File: src/core/dcc_consts.svh
// Register offsets, field positions and reset values of the dual comparator control block.
`ifndef DCC_CONSTS_SVH
`define DCC_CONSTS_SVH

// ============================================================
// Register indices (byte address is four times the index)
`define DCC_IDX_C1_CTRL     12'h80C
`define DCC_IDX_C1_EDGE     12'h80D
`define DCC_IDX_C1_MINUS    12'h80E
`define DCC_IDX_C1_PLUS     12'h80F
`define DCC_IDX_C2_CTRL     12'h810
`define DCC_IDX_C2_EDGE     12'h811
`define DCC_IDX_C2_MINUS    12'h812
`define DCC_IDX_C2_PLUS     12'h813
`define DCC_IDX_MIRROR      12'h81F
`define DCC_IDX_IRQ_STATUS  12'h820
`define DCC_IDX_IRQ_MASK    12'h821

// ============================================================
// Control register fields
`define DCC_CTRL_ENABLE     7
`define DCC_CTRL_RESULT     6
`define DCC_CTRL_INVERT     4
`define DCC_CTRL_HYST       1
`define DCC_CTRL_LOCK       0
`define DCC_CTRL_WMASK      8'h93
`define DCC_EDGE_RISE       1
`define DCC_EDGE_FALL       0
`define DCC_EDGE_WMASK      8'h03
`define DCC_SEL_WMASK       8'h07
`define DCC_RESET_BYTE      8'h00

// ============================================================
// Input selector codes
`define DCC_MINUS_NC_LO     3'h4
`define DCC_MINUS_NC_HI     3'h5
`define DCC_SEL_REFBUF2     3'h6
`define DCC_SEL_GROUND      3'h7
`define DCC_PLUS_CONVERTER  3'h4

// ============================================================
// Analog source one-hot positions
`define DCC_SRC_PIN0        0
`define DCC_SRC_PIN1        1
`define DCC_SRC_PIN2        2
`define DCC_SRC_PIN3        3
`define DCC_SRC_CONVERTER   4
`define DCC_SRC_REFBUF2     5
`define DCC_SRC_GROUND      6
`define DCC_SRC_COUNT       7

`endif

File: src/core/dcc_pkg.sv
// Types shared by the dual comparator control block.
package dcc_pkg;
  typedef logic [7:0] dcc_byte_t;
  typedef logic [6:0] dcc_route_t;
endpackage

File: src/core/dcc_unit_if.sv
// Interface between the top and one comparator unit.
`timescale 1ns/10ps
`default_nettype none
interface dcc_unit_if;
  logic        enable;
  logic        invert;
  logic        lock;
  logic [1:0]  edge_en;
  logic        raw;
  logic        tclk_fall;
  logic        result;
  logic        edge_evt;
  modport top  (output enable, output invert, output lock, output edge_en, output raw, output tclk_fall,
                input result, input edge_evt);
  modport unit (input enable, input invert, input lock, input edge_en, input raw, input tclk_fall,
                output result, output edge_evt);
endinterface
`default_nettype wire

File: src/core/dcc_unit.sv
// One comparator unit: polarity, timer lock and edge detection.
`timescale 1ns/10ps
`default_nettype none
`include "dcc_consts.svh"
module dcc_unit (
  // Clock and reset
  input  wire logic hclk,
  input  wire logic hresetn,
  // Unit signals
  dcc_unit_if.unit  u
);
  logic raw_meta;
  logic raw_sync;
  logic locked;
  logic prev_out;
  logic inv_out;
  logic next_result;

  // ============================================================
  // Polarity and timer lock
  assign inv_out     = raw_sync ^ u.invert;
  assign next_result = u.lock ? locked : inv_out;

  always_ff @(posedge hclk or negedge hresetn) begin
    if (!hresetn) begin
      raw_meta <= 1'b0;
      raw_sync <= 1'b0;
      locked   <= 1'b0;
      prev_out <= 1'b0;
    end else begin
      raw_meta <= u.raw;
      raw_sync <= raw_meta;
      if (u.tclk_fall) begin
        locked <= inv_out;
      end
      prev_out <= next_result;
    end
  end

  assign u.result = prev_out;
  // A polarity change alters inv_out, so it counts as an edge too.
  assign u.edge_evt = (u.edge_en[`DCC_EDGE_RISE] & ~prev_out & next_result)
                    | (u.edge_en[`DCC_EDGE_FALL] & prev_out & ~next_result);

  // ============================================================
  // Checks
  a_lock_holds: assert property (@(posedge hclk) disable iff (!hresetn)
    (u.lock && !u.tclk_fall && $stable(u.lock)) |=> $stable(locked)) else $error("locked value moved");
  a_rise_masked: assert property (@(posedge hclk) disable iff (!hresetn)
    (!u.edge_en[`DCC_EDGE_RISE] && !prev_out && next_result) |-> !u.edge_evt)
    else $error("masked rise flagged");
  a_fall_masked: assert property (@(posedge hclk) disable iff (!hresetn)
    (!u.edge_en[`DCC_EDGE_FALL] && prev_out && !next_result) |-> !u.edge_evt)
    else $error("masked fall flagged");
  a_direct_path: assert property (@(posedge hclk) disable iff (!hresetn)
    !u.lock |=> (u.result == $past(raw_sync ^ u.invert))) else $error("direct path wrong");
endmodule
`default_nettype wire

File: src/core/dcc_top.sv
// Top of the dual comparator control block with its AHB-Lite register slave.
`timescale 1ns/10ps
`default_nettype none
`include "dcc_consts.svh"
// What this block does
// Hysteresis bit turns comparator hysteresis on
// Lock bit resamples output on timer falls
// Lock clear passes result straight through
// Rise enable sets flag on rising result
// Fall enable sets flag on falling result
// Minus selector routes pins, reference, ground
// Plus selector routes pins, converter, reference, ground
// Invert bit inverts result, change is edge
// Software clears flag before next edge
// Disabled unit disconnects all its inputs
// Mirror register holds both unit results
module dcc_top (
  // Clock and reset
  input  wire logic        hclk,
  input  wire logic        hresetn,
  // AHB-Lite slave
  input  wire logic        hsel,
  input  wire logic [15:0] haddr,
  input  wire logic [1:0]  htrans,
  input  wire logic        hwrite,
  input  wire logic [2:0]  hsize,
  input  wire logic [31:0] hwdata,
  input  wire logic        hready,
  output logic      [31:0] hrdata,
  output logic             hreadyout,
  output logic             hresp,
  // Analog comparator cores
  input  wire logic        unit1_raw,
  input  wire logic        unit2_raw,
  output logic             unit1_hysteresis,
  output logic             unit2_hysteresis,
  output logic [6:0]       unit1_minus_route,
  output logic [6:0]       unit1_plus_route,
  output logic [6:0]       unit2_minus_route,
  output logic [6:0]       unit2_plus_route,
  // Timer one clock source and results
  input  wire logic        timer_one_clk,
  output logic             unit1_result,
  output logic             unit2_result,
  // Interrupt
  output logic             irq
);
  dcc_pkg::dcc_byte_t ctrl     [2];
  dcc_pkg::dcc_byte_t edge_en  [2];
  dcc_pkg::dcc_byte_t minus_sel[2];
  dcc_pkg::dcc_byte_t plus_sel [2];
  logic [1:0]         irq_status;
  logic [1:0]         irq_mask;
  logic [1:0]         unit_result;
  logic [1:0]         unit_edge;
  logic               tclk_meta;
  logic               tclk_sync;
  logic               tclk_prev;
  logic               tclk_fall;
  logic               wr_pend;
  logic [11:0]        wr_idx;
  logic               rd_pend;
  logic [11:0]        rd_idx;

  // ============================================================
  // Timer clock falling-edge detector
  always_ff @(posedge hclk or negedge hresetn) begin
    if (!hresetn) begin
      tclk_meta <= 1'b0;
      tclk_sync <= 1'b0;
      tclk_prev <= 1'b0;
    end else begin
      tclk_meta <= timer_one_clk;
      tclk_sync <= tclk_meta;
      tclk_prev <= tclk_sync;
    end
  end
  assign tclk_fall = tclk_prev & ~tclk_sync;

  // ============================================================
  // Units
  dcc_unit_if uif[2] ();
  logic [1:0] raw_in;
  assign raw_in = {unit2_raw, unit1_raw};

  genvar g;
  generate
    for (g = 0; g < 2; g++) begin : g_unit
      assign uif[g].enable    = ctrl[g][`DCC_CTRL_ENABLE];
      assign uif[g].invert    = ctrl[g][`DCC_CTRL_INVERT];
      assign uif[g].lock      = ctrl[g][`DCC_CTRL_LOCK];
      assign uif[g].edge_en   = edge_en[g][1:0];
      assign uif[g].raw       = raw_in[g];
      assign uif[g].tclk_fall = tclk_fall;
      assign unit_result[g]   = uif[g].result;
      assign unit_edge[g]     = uif[g].edge_evt;
      dcc_unit u_unit (
        .hclk    (hclk),
        .hresetn (hresetn),
        .u       (uif[g])
      );
    end
  endgenerate

  // ============================================================
  // Input routing
  function automatic dcc_pkg::dcc_route_t minus_route(input logic en, input logic [2:0] sel);
    dcc_pkg::dcc_route_t r;
    r = '0;
    if (en) begin
      if (sel == `DCC_SEL_GROUND) begin
        r[`DCC_SRC_GROUND] = 1'b1;
      end else if (sel == `DCC_SEL_REFBUF2) begin
        r[`DCC_SRC_REFBUF2] = 1'b1;
      end else if (sel != `DCC_MINUS_NC_LO && sel != `DCC_MINUS_NC_HI) begin
        r[sel[1:0]] = 1'b1;
      end
    end
    return r;
  endfunction

  function automatic dcc_pkg::dcc_route_t plus_route(input logic en, input logic [2:0] sel);
    dcc_pkg::dcc_route_t r;
    r = '0;
    if (en) begin
      if (sel == `DCC_SEL_GROUND) begin
        r[`DCC_SRC_GROUND] = 1'b1;
      end else if (sel == `DCC_SEL_REFBUF2) begin
        r[`DCC_SRC_REFBUF2] = 1'b1;
      end else if (sel == `DCC_PLUS_CONVERTER) begin
        r[`DCC_SRC_CONVERTER] = 1'b1;
      end else if (sel[2:1] == 2'h0) begin
        r[sel[0]] = 1'b1;
      end
    end
    return r;
  endfunction

  dcc_pkg::dcc_route_t next_minus[2];
  dcc_pkg::dcc_route_t next_plus [2];
  assign next_minus[0] = minus_route(ctrl[0][`DCC_CTRL_ENABLE], minus_sel[0][2:0]);
  assign next_minus[1] = minus_route(ctrl[1][`DCC_CTRL_ENABLE], minus_sel[1][2:0]);
  assign next_plus[0]  = plus_route(ctrl[0][`DCC_CTRL_ENABLE], plus_sel[0][2:0]);
  assign next_plus[1]  = plus_route(ctrl[1][`DCC_CTRL_ENABLE], plus_sel[1][2:0]);

  always_ff @(posedge hclk or negedge hresetn) begin
    if (!hresetn) begin
      unit1_minus_route <= '0;
      unit1_plus_route  <= '0;
      unit2_minus_route <= '0;
      unit2_plus_route  <= '0;
      unit1_hysteresis  <= 1'b0;
      unit2_hysteresis  <= 1'b0;
      unit1_result      <= 1'b0;
      unit2_result      <= 1'b0;
      irq               <= 1'b0;
    end else begin
      unit1_minus_route <= next_minus[0];
      unit1_plus_route  <= next_plus[0];
      unit2_minus_route <= next_minus[1];
      unit2_plus_route  <= next_plus[1];
      unit1_hysteresis  <= ctrl[0][`DCC_CTRL_HYST];
      unit2_hysteresis  <= ctrl[1][`DCC_CTRL_HYST];
      unit1_result      <= unit_result[0];
      unit2_result      <= unit_result[1];
      irq               <= |(irq_status & irq_mask);
    end
  end

  // ============================================================
  // AHB-Lite slave: zero wait states, writes land in the data phase
  logic        addr_ok;
  logic [11:0] a_idx;
  logic [7:0]  wbyte;
  assign addr_ok = hsel & hready & htrans[1];
  assign a_idx   = haddr[13:2];
  assign wbyte   = hwdata[7:0];

  always_ff @(posedge hclk or negedge hresetn) begin
    if (!hresetn) begin
      wr_pend <= 1'b0;
      rd_pend <= 1'b0;
      wr_idx  <= '0;
      rd_idx  <= '0;
    end else begin
      wr_pend <= addr_ok & hwrite;
      rd_pend <= addr_ok & ~hwrite;
      if (addr_ok) begin
        wr_idx <= a_idx;
        rd_idx <= a_idx;
      end
    end
  end

  logic [1:0] clr_w1;
  assign clr_w1 = (wr_pend && wr_idx == `DCC_IDX_IRQ_STATUS) ? wbyte[1:0] : 2'h0;

  always_ff @(posedge hclk or negedge hresetn) begin
    if (!hresetn) begin
      for (int i = 0; i < 2; i++) begin
        ctrl[i]      <= `DCC_RESET_BYTE;
        edge_en[i]   <= `DCC_RESET_BYTE;
        minus_sel[i] <= `DCC_RESET_BYTE;
        plus_sel[i]  <= `DCC_RESET_BYTE;
      end
      irq_mask   <= 2'h0;
      irq_status <= 2'h0;
    end else begin
      if (wr_pend) begin
        for (int i = 0; i < 2; i++) begin
          if (wr_idx == `DCC_IDX_C1_CTRL + 12'(4 * i))  ctrl[i]      <= wbyte & `DCC_CTRL_WMASK;
          if (wr_idx == `DCC_IDX_C1_EDGE + 12'(4 * i))  edge_en[i]   <= wbyte & `DCC_EDGE_WMASK;
          if (wr_idx == `DCC_IDX_C1_MINUS + 12'(4 * i)) minus_sel[i] <= wbyte & `DCC_SEL_WMASK;
          if (wr_idx == `DCC_IDX_C1_PLUS + 12'(4 * i))  plus_sel[i]  <= wbyte & `DCC_SEL_WMASK;
        end
        if (wr_idx == `DCC_IDX_IRQ_MASK) irq_mask <= wbyte[1:0];
      end
      // A new edge wins over a same-cycle clear.
      irq_status <= (irq_status & ~clr_w1) | unit_edge;
    end
  end

  logic [7:0] rd_byte;
  always_comb begin
    rd_byte = 8'h00;
    for (int i = 0; i < 2; i++) begin
      if (rd_idx == `DCC_IDX_C1_CTRL + 12'(4 * i)) begin
        rd_byte = ctrl[i];
        rd_byte[`DCC_CTRL_RESULT] = unit_result[i];
      end
      if (rd_idx == `DCC_IDX_C1_EDGE + 12'(4 * i))  rd_byte = edge_en[i];
      if (rd_idx == `DCC_IDX_C1_MINUS + 12'(4 * i)) rd_byte = minus_sel[i];
      if (rd_idx == `DCC_IDX_C1_PLUS + 12'(4 * i))  rd_byte = plus_sel[i];
    end
    if (rd_idx == `DCC_IDX_MIRROR)     rd_byte = {6'h00, unit_result};
    if (rd_idx == `DCC_IDX_IRQ_STATUS) rd_byte = {6'h00, irq_status};
    if (rd_idx == `DCC_IDX_IRQ_MASK)   rd_byte = {6'h00, irq_mask};
  end

  // Read data is combinational off registered state so it lands in the data phase.
  assign hrdata    = rd_pend ? {24'h000000, rd_byte} : 32'h00000000;
  assign hreadyout = 1'b1;
  assign hresp     = 1'b0;

  // ============================================================
  // Checks
  a_irq_follows: assert property (@(posedge hclk) disable iff (!hresetn)
    ##1 irq == $past(|(irq_status & irq_mask))) else $error("irq not tracking");
  a_disabled_off: assert property (@(posedge hclk) disable iff (!hresetn)
    !ctrl[0][`DCC_CTRL_ENABLE] |=> (unit1_minus_route == '0 && unit1_plus_route == '0))
    else $error("disabled unit routed");
  a_flag_sticky: assert property (@(posedge hclk) disable iff (!hresetn)
    (irq_status[0] && !clr_w1[0]) |=> irq_status[0]) else $error("flag lost");
  a_hyst_follow: assert property (@(posedge hclk) disable iff (!hresetn)
    ##1 unit2_hysteresis == $past(ctrl[1][`DCC_CTRL_HYST])) else $error("hysteresis wrong");
endmodule
`default_nettype wire

File: config.mk
export PLATFORM = sky130hd
export DESIGN_NAME = dcc_top
export DESIGN_NICKNAME = d
export VERILOG_FILES = /design/src/core/dcc_pkg.sv /design/src/core/dcc_unit_if.sv /design/src/core/dcc_unit.sv /design/src/core/dcc_top.sv
export VERILOG_INCLUDE_DIRS = /design/src /design/src/core
export SDC_FILE = /design/constraint.sdc
export NUM_CORES = 1
export LEC_CHECK = 0
export BUFFER_PORTS_ARGS = -buffer_cell sky130_fd_sc_hd__buf_2
export CORE_ASPECT_RATIO = 0.5
export CORE_UTILIZATION = 50
export CTS_CLUSTER_SIZE = 16
export DETAILED_ROUTE_END_ITERATION = 8
export HOLD_SLACK_MARGIN = 0.12
export PLACE_DENSITY = 0.8
export SETUP_SLACK_MARGIN = 0.05
export SLEW_MARGIN = 20
export SYNTH_ARGS = -nofsm -noshare
export SYNTH_HDL_FRONTEND = slang
export SYNTH_HIERARCHICAL = 1
export SYNTH_SLANG_ARGS = --single-unit
File: constraint.sdc
create_clock -name hclk -period 3 [get_ports hclk]
set_input_delay 0.3 -clock hclk [delete_from_list [all_inputs] [get_ports hclk]]
set_output_delay 0.3 -clock hclk [all_outputs]
set_load 0.005 [all_outputs]
After elaboration in Yosys (flattened, before gate mapping):

Cells that the tools add are included.

* bits of input ports: 61
* output and inout port bits: 67
* register bits: 86

* equality and inequality tests: 25
* reductions and logical operators: 19
* multiplexer cells: 51
* bitwise logic cells: 27
* magnitude comparators: 8

Operators with widths (count)
* $eq 12x12->1 const B: 11
* $mux 8: 12
* $eq 3x3->1 const B: 10
* $mux 7: 4
* $mux 6: 4
* $mux 5: 4
* $reduce_and 2->1: 9
* $mux 1: 16
* $mux 4: 4
* $and 1x1->1: 13
* $ne 3x3->1 const B: 4
* $lt 1x4->1 const B: 2
* $lt 2x4->1 const B: 2
* $logic_and 1x1->1: 7
* $mux 2: 3
* $not 1->1: 6
* $and 2x2->2: 2
* $demux 1 s2: 2
* $ge 2x1->1 const B: 2
* $logic_not 2->1: 2
* $demux 1 s1: 2
* $ge 1x1->1 const B: 2
* $not 2->2: 1
* $or 1x1->1: 2
* other kinds (3): 4

Depth between registers and ports, before layout:

* word-level depth: 13
* gate-level depth with buffers: 7
* mapped depth without buffers: 5

Hierarchy:

The synthesis kept the hierarchy.

By module, submodules not included
* dcc_top: sequential area each 1801.7 um2, instances 1, cells an instance 270, area an instance 3266.9 um2
* dcc_unit: sequential area each 100.1 um2, instances 2, cells an instance 10, area an instance 155.1 um2

Worst setup path before layout:

Ideal clock, no wire load.

* path kind: register to output
* start: register rd_idx[4]
* end: output port hrdata[1]
* cell stages (with the launch flop): 7
* data arrival time: 2001 ps
* data required time: 2700 ps
* slack: 699 ps
* cell sequence: dfrtp_1 clkbuf_1 or4b_2 clkbuf_1 o31ai_1 a22oi_1 o31ai_1

* word-level cells in the longest chain between the ends: 13
* elaborated cells between the ends (all ways): 23
* classes of those cells: 11 x eq/ne; 12 x mux

Ends and longest elaborated chain
* from (decl): RTL line dcc_top.sv:63 `logic [11:0] rd_idx;`
* from (signal assigned): RTL line dcc_top.sv:190 `rd_idx <= a_idx;`
* $eq 12x12->1: RTL line dcc_top.sv:227 `` if (rd_idx == `DCC_IDX_C1_CTRL + 12'(4 * i)) begin ``
* $mux 8: RTL line dcc_top.sv:227
* $mux 8: RTL line dcc_top.sv:231 `` if (rd_idx == `DCC_IDX_C1_EDGE + 12'(4 * i)) rd_byte = edge_en[i]; ``
* $mux 8: RTL line dcc_top.sv:232 `` if (rd_idx == `DCC_IDX_C1_MINUS + 12'(4 * i)) rd_byte = minus_sel[i]; ``
* $mux 8: RTL line dcc_top.sv:233 `` if (rd_idx == `DCC_IDX_C1_PLUS + 12'(4 * i)) rd_byte = plus_sel[i]; ``
* $mux 8: RTL line dcc_top.sv:227
* $mux 8: RTL line dcc_top.sv:231
* $mux 8: RTL line dcc_top.sv:232
* $mux 8: RTL line dcc_top.sv:233
* $mux 8: RTL line dcc_top.sv:235 `` if (rd_idx == `DCC_IDX_MIRROR) rd_byte = {6'h00, unit_result}; ``
* $mux 8: RTL line dcc_top.sv:236 `` if (rd_idx == `DCC_IDX_IRQ_STATUS) rd_byte = {6'h00, irq_status}; ``
* $mux 8 *: RTL line dcc_top.sv:237 `` if (rd_idx == `DCC_IDX_IRQ_MASK) rd_byte = {6'h00, irq_mask}; ``
* $mux 8 *: RTL line dcc_top.sv:241 `assign hrdata = rd_pend ? {24'h000000, rd_byte} : 32'h00000000;`
* to (decl): RTL line dcc_top.sv:29 `output logic [31:0] hrdata,`

Every way passes the cells marked *; elsewhere a longest branch is shown, timed or not.

Worst setup path after layout:

* start: register rd_idx[9]
* end: output port hrdata[1]

Same word-level chain as after synthesis.

==> impl_results.md <==
- Status: finished, final reports clean
- Slew @ Worst Pin: a little under 1000 ps
- # H-tree levels: 3
- Startpoint types: register
- Crit-path slowest cell: or4b_4
- Reg2Reg Launch Point: rd_idx[9]$_DFFE_PN0P_
- Crit path time final: between 2000 and 3000 ps
- Synth area leaders: dfrtp_1 (56%), mux2_2 (13%), buf_4 (7.1%)
- PD cells: 601 nW/um^2
- Sequential area share after synthesis: between 50% and 60%
- # setup viols final: 0
- Maxcap violations: 0
- Grt ovf: 0
- Core area: 6810 sq um
- Hold crit path type: in -> async
- Vias in the first global route: 2088
- IO Port Bufs: 58
- Max Freq: between 300 and 400 MHz
- Setup TNS Final: 0 ps
- Initial antenna violation count: 0
- Slew margin rel.: 35.9%
- Synthesized area per cell: around 12 sq um
- Drt total wl: 6.57 mm
- Layout area overhead: 16.0%
- Clk_lat worst skew: 330 ps
- Static Leak: 0.00197 uW
- Post-layout util: 61.0%
- Crit path DAT: 2560 ps
- Share of cells above drive strength 1: between 30% and 40%
- Fin Clk Skew: 4.53 ps
- Area occupied by multi-input gates: 1380 sq um
- Vias: around 2300
- Number of clock sinks: 80
- Starting Density: 52.6%
- Netlist cell types: 48
- Share of the synthesized area in the top cell type: 56.0%
- Crit share post-route: 95.2%
- CP peak stage delay: 560 ps
- Total die area: 7520 sq um
- N_diodes: 0
- Cell taking the most area after synthesis: dfrtp_1
- CTS Buf Count: 9
- Final Max Tran Viols: 0
- Worst VDD drop: 0.255 mV
- Async set-reset flop share out of synthesis: 100%
- CTS tree: done
- Element type at the critical path end: primary output
- CTS clk-pin slew, worst paths: 60 ps
- Critical path cell sequence: or4b_4 -> or3_2 -> o21ai_0 -> a22oi_1 -> o31ai_2 -> buf_2
- Kind of critical path: reg -> out
- Routed Antenna Nets: 0
- Initial DRC count: 311
- Vias/cell: ~5.2
- Drt wl/cell: 14.6 um
- Yosys warnings: 6
- Routability cong.: 0.853
- EDFF count, synth: 0
- RSZ-0062 raised after global routing: true
- Post-synth top cells: dfrtp_1 (80), mux2_2 (42), buf_4 (34)
- Synth Flop Type: dfrtp_1
- Die H: between 60 and 70 um
- # DRC: 0
- First-pass GRT wire length: 10.2 mm
- Largest net degree at the start of global routing: 81
- Most common cell in the netlist: dfrtp_1
- Top Ports: between 100 and 150
- Std-Cell Rows: 21
- Synthesized area: between 3000 and 4000 sq um
- Drt pass-1 iters: 4
- Syn Inst Count: 290
- Die X: 122 um
- CTS Buffer Depth: 2
- GRT Util Overall: between 10% and 20%
- Detailed placement HPWL: approximately 4.7 mm
- CP Launch Point: rd_idx[9]$_DFFE_PN0P_
- #FFs+latches synth: 80
- Worst-path maximum fanout: 8
- Final hold viol count: 0
- Nets@finish: around 410
- Worst EP required: 2700 ps
- Fillers: 545
- CTS Root Cell: clkbuf_16
- FF/Latch Area: 2000 sq um
-- metal layers --
| metal | routed length [um] | part of all wire, % | vias up | GRT usage [%] |
|---|---|---|---|---|
| met5 | 0 | 0 | - | 0 |
| met3 | 422 | 6.4 | 11 | 4.84 |
| met2 | 3110 | 47 | 95 | 30.4 |
| met1 | 2920 | 44 | 1139 | 24.0 |
| met4 | 119 | 1.8 | 0 | 9.17 |
| li1 | - | - | 1074 | - |
-- area by class of cell --
class,count,area share (%)
Clock buffer,11,6.09
Tap cell,92,2.77
Inverter,3,0.271
Sequential cell,80,48.2
Multi-Input combinational cell,193,33.2
Timing Repair Buffer,65,8.50
Clock inverter,5,0.935
-- through the flow --
stage               cells  hold WS [ps]  power (uW)  cell area [sq um]  setup slack [ps]
finish                449           114        2490               4150               144
global route          449           148        2590               4150              35.9
CTS                   447           128        2520               4130               119
detailed placement    428           339        1480               3810               501
global placement      428           336        1460               3810               502
floorplan             322          4.41        1410               3700               699
-- worst max-delay path: cells and delay by family (launching register included) --
kind / cells / cell delay, ps
buffers and inverters: 1 / 170
AO/OA/AOI/OAI: 3 / 570
flip-flops: 1 / 380
AND/OR/NAND/NOR: 2 / 1100
-- state kept, by name, summed over array words and instances (netlist names), 5 cells and up --
| register | count |
|---|---|
| plus_sel | 6 |
| ctrl | 8 |
| unit1_minus_route | 6 |
| minus_sel | 6 |
| unit2_minus_route | 6 |
| rd_idx | 12 |
| unit2_plus_route | 5 |
| unit1_plus_route | 5 |
-- path summary, 6_finish.rpt --
check	endpoint	slack, ps	cells after the start
min in group hclk	rd_pend$_DFF_PN0_	140	2
max in group asynchronous	rd_idx[0]$_DFFE_PN0P_	2260	1
min	tclk_sync$_DFF_PN0_	110	1
min reg2reg	tclk_sync$_DFF_PN0_	350	0
max	hrdata[1]	140	6
max reg2reg	plus_sel[9]$_DFFE_PN0P_	600	6
-- cells in the final DEF (no fill, tap or decap), types with 3 or more instances in the layout --
cell and count:
nand4_1 5, buf_2 57, a22oi_1 5, nand2_1 15
nor3_1 9, mux2_2 42, a21o_1 3, nor2b_1 3
o21ai_0 3, nor3b_1 4, mux2i_1 4, nor2_1 20
inv_1 3, dlygate4sd3_1 3, dfrtp_1 80, clkbuf_16 9
conb_1 34, buf_4 5, nand3_1 5, nand2b_1 8
-- cell families (layout without fill, tap and decap cells) --
logic type / count (synthesis) / in the layout / share of synthesized area, %
simple gates: 81 / 81 / 12.4
flops: 80 / 80 / 56.0
mux: 50 / 50 / 16.4
buf+inv: 49 / 84 / 9.06
compound gates: 26 / 26 / 5.42
other cells: 2 / 34 / 0.210
xor+xnor: 2 / 2 / 0.490
-- what timing repair did --
| item | CTS | global route |
|---|---|---|
| resized for setup | 0 | 2 |
| endpoints found under the setup margin | 0 | 2 |
| hold buffers | 3 | 0 |
| buffers inserted | 0 | 2 |
| hold endpoints to repair | 3 | 0 |
-- where the power goes --
part | switching (uW) | total, uW | internal [uW]
logic | 126 | 246 | 120
registers | 67.0 | 1220 | 1150
clock network | 420 | 1030 | 609
total | 613 | 2490 | 1880
No activity file was read; power rests on OpenSTA's default activity.
